File: src/inc/pcs_pkg.sv
// Purpose: Shared constants for the program counter and stack block
// Assumes: One instruction clock, synchronous core strobes
// Notes:   Register offsets and field positions live here only
package pcs_pkg;
  // ==========================================================
  // Address widths and vectors
  localparam int PC_W = 15;                          // Program counter width
  localparam int WORD_W = 14;                        // Program word width
  localparam int PTR_W = 16;                         // Indirect pointer width
  localparam int DADDR_W = 12;                       // Data address width
  localparam logic [14:0] RESET_VEC = 15'h0000;      // Start of program memory
  localparam logic [14:0] INT_VEC = 15'h0004;        // Interrupt entry point
  localparam logic [14:0] HEF_WORDS = 15'h0080;      // Top region of 128 words
  localparam logic [13:0] HEF_LANES = 14'h00ff;      // Only low byte endures
  // ==========================================================
  // Pointer decode
  localparam int PTR_PROG_BIT = 15;                  // Bit 7 of pointer high byte
  localparam logic [15:0] LIN_BASE = 16'h2000;       // Linear GPR window start
  localparam logic [15:0] LIN_SIZE = 16'h0a00;       // Room for 32 banks of 80
  localparam logic [6:0] GPR_SPAN = 7'h50;           // 80 bytes per bank
  localparam logic [6:0] GPR_OFS = 7'h20;            // GPR start inside a bank
  // ==========================================================
  // Register map, 8-bit data
  localparam logic [3:0] REG_CTRL = 4'h0;            // Control
  localparam logic [3:0] REG_PWR = 4'h1;             // Power control / status
  localparam logic [3:0] REG_MASK = 4'h2;            // Interrupt mask
  localparam logic [3:0] REG_PCL = 4'h3;             // Program counter low
  localparam logic [3:0] REG_PCH = 4'h4;             // Program counter high
  localparam logic [3:0] REG_DEPTH = 4'h5;           // Stack fill level
  localparam int CTRL_STKRST = 0;                    // Stack error reset enable
  localparam int FLG_OVF = 0;                        // Stack overflow flag
  localparam int FLG_UNF = 1;                        // Stack underflow flag
  localparam int FLG_W = 2;                          // Number of event flags
  // ==========================================================
  // Linear GPR view to banked address
  function automatic logic [11:0] pcs_lin_map(input logic [15:0] ofs);
    logic [15:0] bank;
    logic [15:0] rem;
    bank = ofs / 16'(GPR_SPAN);
    rem = ofs - bank * 16'(GPR_SPAN);
    return {bank[4:0], rem[6:0] + GPR_OFS};
  endfunction
  // Indirect pointer aims at program memory
  function automatic logic pcs_is_prog(input logic [15:0] ptr);
    return ptr[PTR_PROG_BIT];
  endfunction
endpackage

File: src/design/pcs_stack.sv
// Purpose: Return address stack with overflow and underflow detection
// Assumes: Never push and pop in one cycle
// Notes:   Full push and empty pop leave the stack untouched
module pcs_stack
#(
  parameter int DEPTH = 16,
  parameter int WIDTH = 15
)
(
  // Clock and reset
  input wire logic clk_sys,
  input wire logic rst,
  // Stack operations
  input wire logic push,
  input wire logic pop,
  input wire logic [WIDTH-1:0] push_data,
  // Results
  output logic [WIDTH-1:0] top_data,
  output logic [$clog2(DEPTH):0] depth,
  output logic ovf_evt,
  output logic unf_evt
);
  import pcs_pkg::*;
  initial
  begin
    if (DEPTH < 2 || (DEPTH & (DEPTH - 1)) != 0)
      $error("pcs_stack: DEPTH must be a power of two");
  end
  // ==========================================================
  // Storage
  logic [WIDTH-1:0] mem_ff [DEPTH];                  // Entries kept off the data map
  logic [$clog2(DEPTH):0] cnt_ff;                    // Entries in use
  logic full;
  logic empty;
  assign full = (cnt_ff == ($clog2(DEPTH)+1)'(DEPTH));
  assign empty = (cnt_ff == '0);
  // Events are combinational so the flag sets in the same edge
  assign ovf_evt = push && full;
  assign unf_evt = pop && empty;
  assign depth = cnt_ff;
  // Top entry; reads zero when empty
  assign top_data = empty ? '0 : mem_ff[cnt_ff[$clog2(DEPTH)-1:0] - 1'b1];
  // ==========================================================
  // Fill level, empty after any reset
  always_ff @(posedge clk_sys or posedge rst)
  begin
    if (rst)
      cnt_ff <= '0;
    else if (push && !full)
      cnt_ff <= cnt_ff + 1'b1;
    else if (pop && !empty)
      cnt_ff <= cnt_ff - 1'b1;
  end
  // Entry write; memory needs no reset
  always_ff @(posedge clk_sys)
  begin
    if (push && !full)
      mem_ff[cnt_ff[$clog2(DEPTH)-1:0]] <= push_data;
  end
endmodule // pcs_stack

File: src/design/pcs_indirect.sv
// Purpose: Two 16-bit indirect pointers and their address decode
// Assumes: Pointer bytes written one at a time by the core
// Notes:   Decode is combinational from the pointer flops
module pcs_indirect
(
  // Clock and reset
  input wire logic clk_sys,
  input wire logic rst,
  // Pointer byte writes
  input wire logic ptr_wr,
  input wire logic ptr_wsel,
  input wire logic ptr_whigh,
  input wire logic [7:0] ptr_wdata,
  // Access selection
  input wire logic ptr_sel,
  // Decoded view of selected pointer
  output logic [pcs_pkg::PTR_W-1:0] ptr_value,
  output logic ptr_is_prog,
  output logic [pcs_pkg::PC_W-1:0] ptr_prog_addr,
  output logic [pcs_pkg::DADDR_W-1:0] ptr_data_addr
);
  import pcs_pkg::*;
  // ==========================================================
  // Pointer storage, one generate slice per pointer
  logic [PTR_W-1:0] ptr_ff [2];
  for (genvar i = 0; i < 2; i++)
  begin : g_ptr
    always_ff @(posedge clk_sys or posedge rst)
    begin
      if (rst)
        ptr_ff[i] <= '0;
      else if (ptr_wr && ptr_wsel == 1'(i))
      begin
        // High or low byte of this pointer
        if (ptr_whigh)
          ptr_ff[i][15:8] <= ptr_wdata;
        else
          ptr_ff[i][7:0] <= ptr_wdata;
      end
    end
  end
  // ==========================================================
  // Decode: program, linear GPR, or traditional banked address
  logic [PTR_W-1:0] lin_ofs;
  assign ptr_value = ptr_ff[ptr_sel];
  assign lin_ofs = ptr_value - LIN_BASE;
  assign ptr_is_prog = pcs_is_prog(ptr_value);
  assign ptr_prog_addr = ptr_value[PC_W-1:0];
  always_comb
  begin
    if (ptr_value >= LIN_BASE && lin_ofs < LIN_SIZE)
      ptr_data_addr = pcs_lin_map(lin_ofs);
    else
      ptr_data_addr = ptr_value[DADDR_W-1:0];
  end
endmodule // pcs_indirect

File: src/design/pcs_core.sv
// Purpose: Program counter, return stack, context shadows and indirect access
// Assumes: Core strobes are one-cycle and held off while stall is high
// Notes:   Registers on a plain 8-bit port, read data one cycle later
// Notes on behaviour
// - Fifteen-bit counter over 32K fourteen-bit words
// - Out-of-range addresses wrap into implemented memory
// - Any reset loads counter with 0000h
// - Taken interrupt loads counter with 0004h
// - Sixteen by fifteen-bit return stack, off data map
// - Full push sets overflow, empty pop underflow
// - Enabled stack errors also request device reset
// - Shadows saved on interrupt, restored on return
// - Two sixteen-bit pointers reach all file registers
// - Program-memory indirect reads cost one extra cycle
// - Linear GPR view beyond 80-byte banks
// - Top 128 words form high-endurance region
// - Only low byte of those words endures
// - Pointer bit 15 selects program; low byte returned
// - Indirect writes to program memory are dropped
//
// The register offsets and the address-and-strobe port were chosen for this implementation.
module pcs_core
#(
  parameter int PROG_WORDS = 8192,
  parameter int STACK_DEPTH = 16
)
(
  // Clock and reset
  input wire logic clk_sys,
  input wire logic rst,
  // Program flow strobes from the sequencer
  input wire logic pc_inc,
  input wire logic pc_jump,
  input wire logic pc_call,
  input wire logic pc_ret,
  input wire logic pc_retint,
  input wire logic int_take,
  input wire logic [pcs_pkg::PC_W-1:0] pc_target,
  output logic stall,
  // Program flash array port
  output logic [pcs_pkg::PC_W-1:0] pfm_addr,
  input wire logic [pcs_pkg::WORD_W-1:0] pfm_rdata,
  output logic pfm_hef_hit,
  output logic [pcs_pkg::WORD_W-1:0] pfm_hef_lanes,
  // Context to shadow
  input wire logic [7:0] ctx_w,
  input wire logic [7:0] ctx_status,
  input wire logic [7:0] ctx_bsr,
  input wire logic [7:0] ctx_pclath,
  output logic [7:0] shd_w,
  output logic [7:0] shd_status,
  output logic [7:0] shd_bsr,
  output logic [7:0] shd_pclath,
  output logic ctx_restore,
  // Indirect pointer writes and indirect data port
  input wire logic ptr_wr,
  input wire logic ptr_wsel,
  input wire logic ptr_whigh,
  input wire logic [7:0] ptr_wdata,
  input wire logic ind_rd,
  input wire logic ind_wr,
  input wire logic ind_sel,
  input wire logic [7:0] ind_wdata,
  output logic ind_valid,
  output logic [7:0] ind_rdata,
  // Data memory side of indirect access
  output logic [pcs_pkg::DADDR_W-1:0] dmem_addr,
  output logic dmem_rd,
  output logic dmem_wr,
  output logic [7:0] dmem_wdata,
  // Register port
  input wire logic [3:0] reg_addr,
  input wire logic [7:0] reg_wdata,
  input wire logic reg_wr,
  input wire logic reg_rd,
  output logic [7:0] reg_rdata,
  // System outputs
  output logic irq,
  output logic stack_reset_req
);
  import pcs_pkg::*;
  initial
  begin
    if (PROG_WORDS != 8192 && PROG_WORDS != 16384)
      $error("pcs_core: PROG_WORDS must be 8192 or 16384");
    if (STACK_DEPTH != 16)
      $error("pcs_core: STACK_DEPTH must be 16");
  end
  // ==========================================================
  // Declarations
  typedef enum logic [1:0] {
    ST_RUN = 2'b01,                                  // Normal instruction flow
    ST_PFETCH = 2'b10                                // Extra cycle for program read
  } pcs_state_type;
  localparam logic [PC_W-1:0] ADDR_MASK = PC_W'(PROG_WORDS - 1);
  localparam logic [PC_W-1:0] HEF_BASE = PC_W'(PROG_WORDS) - HEF_WORDS;
  pcs_state_type state_ff;                           // Access sequencer
  pcs_state_type nxt_state;
  logic [PC_W-1:0] pc_ff;                            // Program counter
  logic [PC_W-1:0] nxt_pc;
  logic [PC_W-1:0] top_data;                         // Popped return address
  logic [$clog2(STACK_DEPTH):0] depth;
  logic ovf_evt;
  logic unf_evt;
  logic do_push;
  logic do_pop;
  logic [PC_W-1:0] push_data;
  logic [PTR_W-1:0] ptr_value;
  logic ptr_is_prog;
  logic [PC_W-1:0] ptr_prog_addr;
  logic [DADDR_W-1:0] ptr_data_addr;
  logic [PC_W-1:0] fetch_addr_ff;                    // Pointer address held for fetch
  logic [7:0] ind_rdata_ff;
  logic ind_valid_ff;
  logic [DADDR_W-1:0] dmem_addr_ff;
  logic dmem_rd_ff;
  logic dmem_wr_ff;
  logic [7:0] dmem_wdata_ff;
  logic [7:0] shd_w_ff;
  logic [7:0] shd_status_ff;
  logic [7:0] shd_bsr_ff;
  logic [7:0] shd_pclath_ff;
  logic ctx_restore_ff;
  logic ctrl_stkrst_ff;                              // Stack error reset enable
  logic [FLG_W-1:0] flag_ff;                         // Sticky stack error flags
  logic [FLG_W-1:0] mask_ff;                         // Interrupt enables
  logic [FLG_W-1:0] evt;
  logic [7:0] reg_rdata_ff;
  logic stack_reset_req_ff;
  logic [PC_W-1:0] pc_wrapped;
  // ==========================================================
  // Return stack and pointers
  pcs_stack #(.DEPTH(STACK_DEPTH), .WIDTH(PC_W)) u_stack (
    .clk_sys(clk_sys),
    .rst(rst),
    .push(do_push),
    .pop(do_pop),
    .push_data(push_data),
    .top_data(top_data),
    .depth(depth),
    .ovf_evt(ovf_evt),
    .unf_evt(unf_evt)
  );
  pcs_indirect u_ind (
    .clk_sys(clk_sys),
    .rst(rst),
    .ptr_wr(ptr_wr),
    .ptr_wsel(ptr_wsel),
    .ptr_whigh(ptr_whigh),
    .ptr_wdata(ptr_wdata),
    .ptr_sel(ind_sel),
    .ptr_value(ptr_value),
    .ptr_is_prog(ptr_is_prog),
    .ptr_prog_addr(ptr_prog_addr),
    .ptr_data_addr(ptr_data_addr)
  );
  // ==========================================================
  // Stack operations; an interrupt saves the current counter
  assign do_push = int_take || (pc_call && !stall);
  assign do_pop = !int_take && (pc_ret || pc_retint) && !stall;
  assign push_data = int_take ? pc_ff : pc_ff + 1'b1;
  // ==========================================================
  // Program counter next value; interrupt has top priority
  always_comb
  begin
    nxt_pc = pc_ff;
    if (int_take)
      nxt_pc = INT_VEC;
    else if (stall)
      nxt_pc = pc_ff;                                // Held in the cycle the program read is requested
    else if (pc_ret || pc_retint)
      nxt_pc = top_data;
    else if (pc_call || pc_jump)
      nxt_pc = pc_target;
    else if (pc_inc)
      nxt_pc = pc_ff + 1'b1;
  end
  // Counter register
  always_ff @(posedge clk_sys or posedge rst)
  begin
    if (rst)
      pc_ff <= RESET_VEC;
    else
      pc_ff <= nxt_pc;
  end
  // ==========================================================
  // Flash address: fold into implemented size, fetch uses pointer
  assign pc_wrapped = pc_ff & ADDR_MASK;
  assign pfm_addr = (state_ff == ST_PFETCH) ? fetch_addr_ff : pc_wrapped;
  // High-endurance region covers the top words, low byte only
  assign pfm_hef_hit = (pfm_addr >= HEF_BASE);
  assign pfm_hef_lanes = pfm_hef_hit ? HEF_LANES : '0;
  // ==========================================================
  // Indirect sequencer: program reads take one extra cycle
  assign stall = (state_ff == ST_RUN) && ind_rd && ptr_is_prog;
  always_comb
  begin
    nxt_state = state_ff;
    unique case (state_ff)
      ST_RUN:
        if (stall)
          nxt_state = ST_PFETCH;
      ST_PFETCH:
        nxt_state = ST_RUN;
      default:
        nxt_state = ST_RUN;                          // Recover from bad code
    endcase
  end
  always_ff @(posedge clk_sys or posedge rst)
  begin
    if (rst)
      state_ff <= ST_RUN;
    else
      state_ff <= nxt_state;
  end
  // Fetch address latched when the program read is seen
  always_ff @(posedge clk_sys or posedge rst)
  begin
    if (rst)
      fetch_addr_ff <= '0;
    else if (stall)
      fetch_addr_ff <= ptr_prog_addr & ADDR_MASK;
  end
  // Program read returns the low eight bits of the word
  always_ff @(posedge clk_sys or posedge rst)
  begin
    if (rst)
    begin
      ind_rdata_ff <= '0;
      ind_valid_ff <= 1'b0;
    end
    else
    begin
      ind_valid_ff <= (state_ff == ST_PFETCH);
      if (state_ff == ST_PFETCH)
        ind_rdata_ff <= pfm_rdata[7:0];
    end
  end
  // Data side strobes; a write aimed at program memory goes nowhere
  always_ff @(posedge clk_sys or posedge rst)
  begin
    if (rst)
    begin
      dmem_addr_ff <= '0;
      dmem_rd_ff <= 1'b0;
      dmem_wr_ff <= 1'b0;
      dmem_wdata_ff <= '0;
    end
    else
    begin
      dmem_rd_ff <= ind_rd && !ptr_is_prog && (state_ff == ST_RUN);
      dmem_wr_ff <= ind_wr && !ptr_is_prog;
      if ((ind_rd || ind_wr) && !ptr_is_prog)
      begin
        dmem_addr_ff <= ptr_data_addr;
        dmem_wdata_ff <= ind_wdata;
      end
    end
  end
  // ==========================================================
  // Context shadows: save on entry, pulse restore on return
  always_ff @(posedge clk_sys or posedge rst)
  begin
    if (rst)
    begin
      shd_w_ff <= '0;
      shd_status_ff <= '0;
      shd_bsr_ff <= '0;
      shd_pclath_ff <= '0;
      ctx_restore_ff <= 1'b0;
    end
    else
    begin
      ctx_restore_ff <= pc_retint && !int_take && !stall;
      if (int_take)
      begin
        shd_w_ff <= ctx_w;
        shd_status_ff <= ctx_status;
        shd_bsr_ff <= ctx_bsr;
        shd_pclath_ff <= ctx_pclath;
      end
    end
  end
  // ==========================================================
  // Control, flags and mask; a new event beats a clear
  assign evt[FLG_OVF] = ovf_evt;
  assign evt[FLG_UNF] = unf_evt;
  always_ff @(posedge clk_sys or posedge rst)
  begin
    if (rst)
      flag_ff <= '0;
    else if (reg_wr && reg_addr == REG_PWR)
      flag_ff <= (flag_ff & ~reg_wdata[FLG_W-1:0]) | evt;
    else
      flag_ff <= flag_ff | evt;
  end
  always_ff @(posedge clk_sys or posedge rst)
  begin
    if (rst)
    begin
      ctrl_stkrst_ff <= 1'b0;
      mask_ff <= '0;
    end
    else if (reg_wr)
    begin
      // Only writable registers respond
      if (reg_addr == REG_CTRL)
        ctrl_stkrst_ff <= reg_wdata[CTRL_STKRST];
      if (reg_addr == REG_MASK)
        mask_ff <= reg_wdata[FLG_W-1:0];
    end
  end
  // Reset request is a one-cycle pulse for the reset controller
  always_ff @(posedge clk_sys or posedge rst)
  begin
    if (rst)
      stack_reset_req_ff <= 1'b0;
    else
      stack_reset_req_ff <= ctrl_stkrst_ff && (|evt);
  end
  // ==========================================================
  // Register read, answered the cycle after the strobe
  always_ff @(posedge clk_sys or posedge rst)
  begin
    if (rst)
      reg_rdata_ff <= '0;
    else if (reg_rd)
    begin
      unique case (reg_addr)
        REG_CTRL: reg_rdata_ff <= 8'(ctrl_stkrst_ff);
        REG_PWR: reg_rdata_ff <= 8'(flag_ff);
        REG_MASK: reg_rdata_ff <= 8'(mask_ff);
        REG_PCL: reg_rdata_ff <= pc_ff[7:0];
        REG_PCH: reg_rdata_ff <= 8'(pc_ff[PC_W-1:8]);
        REG_DEPTH: reg_rdata_ff <= 8'(depth);
        default: reg_rdata_ff <= '0;                 // Unmapped reads zero
      endcase
    end
    else
      reg_rdata_ff <= '0;
  end
  // ==========================================================
  // Outputs
  assign irq = |(flag_ff & mask_ff);
  assign reg_rdata = reg_rdata_ff;
  assign stack_reset_req = stack_reset_req_ff;
  assign ind_rdata = ind_rdata_ff;
  assign ind_valid = ind_valid_ff;
  assign dmem_addr = dmem_addr_ff;
  assign dmem_rd = dmem_rd_ff;
  assign dmem_wr = dmem_wr_ff;
  assign dmem_wdata = dmem_wdata_ff;
  assign shd_w = shd_w_ff;
  assign shd_status = shd_status_ff;
  assign shd_bsr = shd_bsr_ff;
  assign shd_pclath = shd_pclath_ff;
  assign ctx_restore = ctx_restore_ff;
endmodule // pcs_core

File: config.mk
export PLATFORM = sky130hd
export DESIGN_NAME = pcs_core
export DESIGN_NICKNAME = d
export VERILOG_FILES = /design/src/inc/pcs_pkg.sv /design/src/design/pcs_stack.sv /design/src/design/pcs_indirect.sv /design/src/design/pcs_core.sv
export SDC_FILE = /design/constraint.sdc
export NUM_CORES = 1
export LEC_CHECK = 0
export BUFFER_PORTS_ARGS = -buffer_cell sky130_fd_sc_hd__buf_2
export CAP_MARGIN = 20
export CORE_UTILIZATION = 65
export CTS_CLUSTER_DIAMETER = 80
export DETAILED_ROUTE_END_ITERATION = 8
export PLACE_DENSITY = 0.86
export SYNTH_ARGS = -nofsm -noshare
export SYNTH_HDL_FRONTEND = slang
export SYNTH_SLANG_ARGS = --single-unit
File: constraint.sdc
create_clock -name clk_sys -period 31.1 [get_ports clk_sys]
set_input_delay 3.11 -clock clk_sys [delete_from_list [all_inputs] [get_ports clk_sys]]
set_output_delay 3.11 -clock clk_sys [all_outputs]
set_load 0.05 [all_outputs]
==> impl_metrics.py <==
metrics = {
    "run": {
        "drv_cap": 0,
    },
    "timing": {
        "worstMarginPinSlew_ps": 1103,
        "final-hold-violation-count": 0,
        "fin_hold_ws_ps": 445.9,
        "fmax_mhz": 62.40,
        "finalCriticalPeriod_ps": 16020,
        "drv_slew": 0,
        "fin_worst_skew_ps": 18.05,
        "rsz0062_at_grt": "false",
        "finalSetupViolCount": 0,
        "fin_crit_sh": 0.5153,
        "tns_ps": 0,
        "slew_headroom": 0.2439,
    },
    "worst_setup_path": {
        "arrival_ps": 16500,
        "worstPathMaxFanout": 29,
        "cp_data_required_time_ps": 31580,
        "crit_path_top_delay_cell": "xnor2_1",
        "cp_slowest_stage_delay_ps": 660,
        "worst_setup_path_start_kind": "input pin",
        "path_class": "in2reg",
        "end_kind": "register",
    },
    "yosys": {
        "async_reset_ff_frac": 0.3766,
        "netlist_area_um2": 21190,
        "yosys_most_used_dff": "edfxtp_1",
        "ys_ff_latch": 385,
        "synth_cell_types": 127,
        "synth_edf_count": 240,
        "ys_warn_count": 0,
        "synth_cells": 1714,
        "postSynthAreaPerCell_um2": 12.36,
        "yosysSeqAreaShare": 0.5115,
    },
    "placed_design": {
        "io_buffers": 189,
        "dp_hpwl_mm": 38.67,
        "place_congestion": 1.009,
    },
    "routing": {
        "vias_per_cell": 6.882,
        "finalWirelength_mm": 59.36,
        "drc_errors": 0,
        "drt_iter0_markers": 1556,
        "dr.pass1.iters": 6,
        "drtAntennaViolNets": 0,
        "wire_per_inst_um": 25.27,
        "vias": 16170,
    },
    "global_routing": {
        "grt_max_degree": 85,
        "antenna_found_initial": 2,
        "track_usage": 0.3565,
        "grt_pass1_wl_mm": 90.60,
        "grt_pass1_vias": 16070,
        "grt_remaining_overflow": 0,
    },
    "die": {
        "ioPinCount": 210,
        "core_um2": 31800,
        "rows": 65,
        "dieArea_um2": 33320,
        "start_util": 0.6663,
        "fp.dieW_um": 182.5,
        "die_h_um": 182.5,
    },
    "cts": {
        "cts_buffers": 39,
        "clk_latency_ps": 550,
        "cts_resized": 0,
        "path_clk_slew_ps": 60,
        "post_cts_buffers": 0,
        "cts_tree": "done",
        "clock-root-buffer": "clkbuf_16",
        "cts_buffer_depth": 3,
        "cts_num_sinks": 385,
        "htreeDepth": 2,
        "hold_buffers": 0,
    },
    "hold_path": {
        "hold_path.class": "reg2reg",
    },
    "cells_and_area": {
        "fin_nets": 2007,
        "drive_gt1_frac": 0.2869,
        "syn_to_final_growth_pct": 12.35,
    },
    "status": {
        "status": "finished, final reports clean",
    },
}
critical path, delay by kind of cell:
kind	cells	cell delay [ps]
compound gates	18	5440
xor+xnor	3	900
fa+ha+maj	3	880
buf+inv	2	860
mux	3	1100
simple gates	12	4170
per-layer routing:
metal	track usage	up-vias	part of all wire
met5	0	-	0
met3	0.07084	235	0.098
met4	0.1714	0	0.044
li1	-	6975	-
met1	0.4631	7929	0.38
met2	0.5785	1026	0.48
final timing paths:
kind	slack [ps]	endpoint	startpoint	depth (start not counted)
worst min-delay path	450	dmem_rd	state_ff[1]	1
worst max-delay path	15080	dmem_addr[6]	ind_sel	41
worst min register to register	450	dmem_rd	state_ff[1]	1
worst max register to register	18010	dmem_addr[6]	u_ind.ptr_ff[1]	40
max in group asynchronous	27010	u_stack.depth[0]	rst	3
min in group asynchronous	2720	shd_bsr[1]	rst	2
per-stage QoR:
step | worst slack, ps | util | std cells | instance area [um2]
finish | 15080 | 0.7486 | 2349 | 23810
global route | 14140 | 0.7484 | 2346 | 23800
CTS | 15310 | 0.7452 | 2335 | 23700
detailed placement | 14850 | 0.7053 | 2264 | 22430
global placement | 14980 | 0.7048 | 2263 | 22410
floorplan | 17820 | - | 1721 | 21210
state kept, by name (all words and copies together) (netlist names), 2 cells and up:
name	count
state_ff	2
u_ind.ptr_ff	32
reg_rdata	8
mask_ff	2
shd_status	8
dmem_addr	12
shd_pclath	8
pc_ff	15
shd_w	8
ind_rdata	8
u_stack.depth	5
u_stack.mem_ff	240
fetch_addr_ff	13
flag_ff	2
shd_bsr	8
dmem_wdata	8
synthesized netlist by cell type, types with 18 or more instances:
library cell / count / area (um2)
edfxtp_1: 240 / 7207
dfrtp_1: 144 / 3603
nand2_1: 133 / 499.2
nor2_1: 106 / 397.9
mux2_2: 105 / 1182
a21oi_1: 78 / 390.4
o21ai_0: 69 / 345.3
mux4_2: 66 / 1486
xnor2_1: 62 / 543.0
clkbuf_1: 57 / 214.0
mux2i_1: 39 / 390.4
nand3_1: 35 / 175.2
nor3_1: 34 / 170.2
and2_1: 24 / 150.1
buf_4: 23 / 172.7
ha_1: 21 / 262.8
inv_1: 21 / 78.83
xor2_1: 21 / 183.9
a211oi_1: 20 / 150.1
o211ai_1: 20 / 150.1
and3_1: 18 / 112.6
cell families (layout without fill, tap and decap cells):
kind of cell             after synthesis  count (layout)  synth area share
AND/OR/NAND/NOR                      466             466            0.1114
AO/OA/AOI/OAI                        410             410            0.1483
flip-flops                           385             385            0.5115
multiplexers                         216             216            0.1501
buffers and inverters                128             317           0.02864
XOR/XNOR                              86              86           0.03661
adder cells (fa/ha/maj)               22              22           0.01335
other                                  1              12         0.0001770
cell usage in the layout, fill, tap and decap left out, types with 9 or more instances in the layout:
master / synthesis / layout
xor2_1: 21 / 21
nor3_1: 34 / 34
o21ai_1: 13 / 12
a31oi_1: 14 / 14
dfrtp_1: 144 / 143
mux2_2: 105 / 105
a211oi_1: 20 / 20
or3_1: 10 / 10
nor4_1: 17 / 17
a21oi_1: 78 / 78
clkbuf_16: 0 / 39
nand3_1: 35 / 35
o21ai_0: 69 / 69
nand2b_1: 11 / 11
xnor2_1: 62 / 60
buf_4: 23 / 30
edfxtp_1: 240 / 240
o211ai_1: 20 / 20
and3_1: 18 / 18
nor2b_1: 10 / 9
and2_1: 24 / 24
nand4_1: 14 / 14
buf_2: 10 / 189
nand2_1: 133 / 133
nor2_1: 106 / 106
a22o_1: 13 / 13
mux2i_1: 39 / 39
a21o_1: 10 / 10
ha_1: 21 / 20
mux4_2: 66 / 66
o22ai_1: 12 / 12
clkbuf_1: 57 / 13
inv_1: 21 / 20
final cells by class:
type                       instances  area (um2)
clock inverter                    16       202.7
timing repair buffer             223        1234
fill                            2017        7994
tap                              435       544.3
inverter                          23       91.34
multi-input combinational       1208        9817
sequential                       385       10840
antenna                            4       10.01
clock buffer                      55        1066
Power is left out: the tool's default activity adds up to more than one toggle a clock period on the data nets, which glitch-free logic cannot reach.
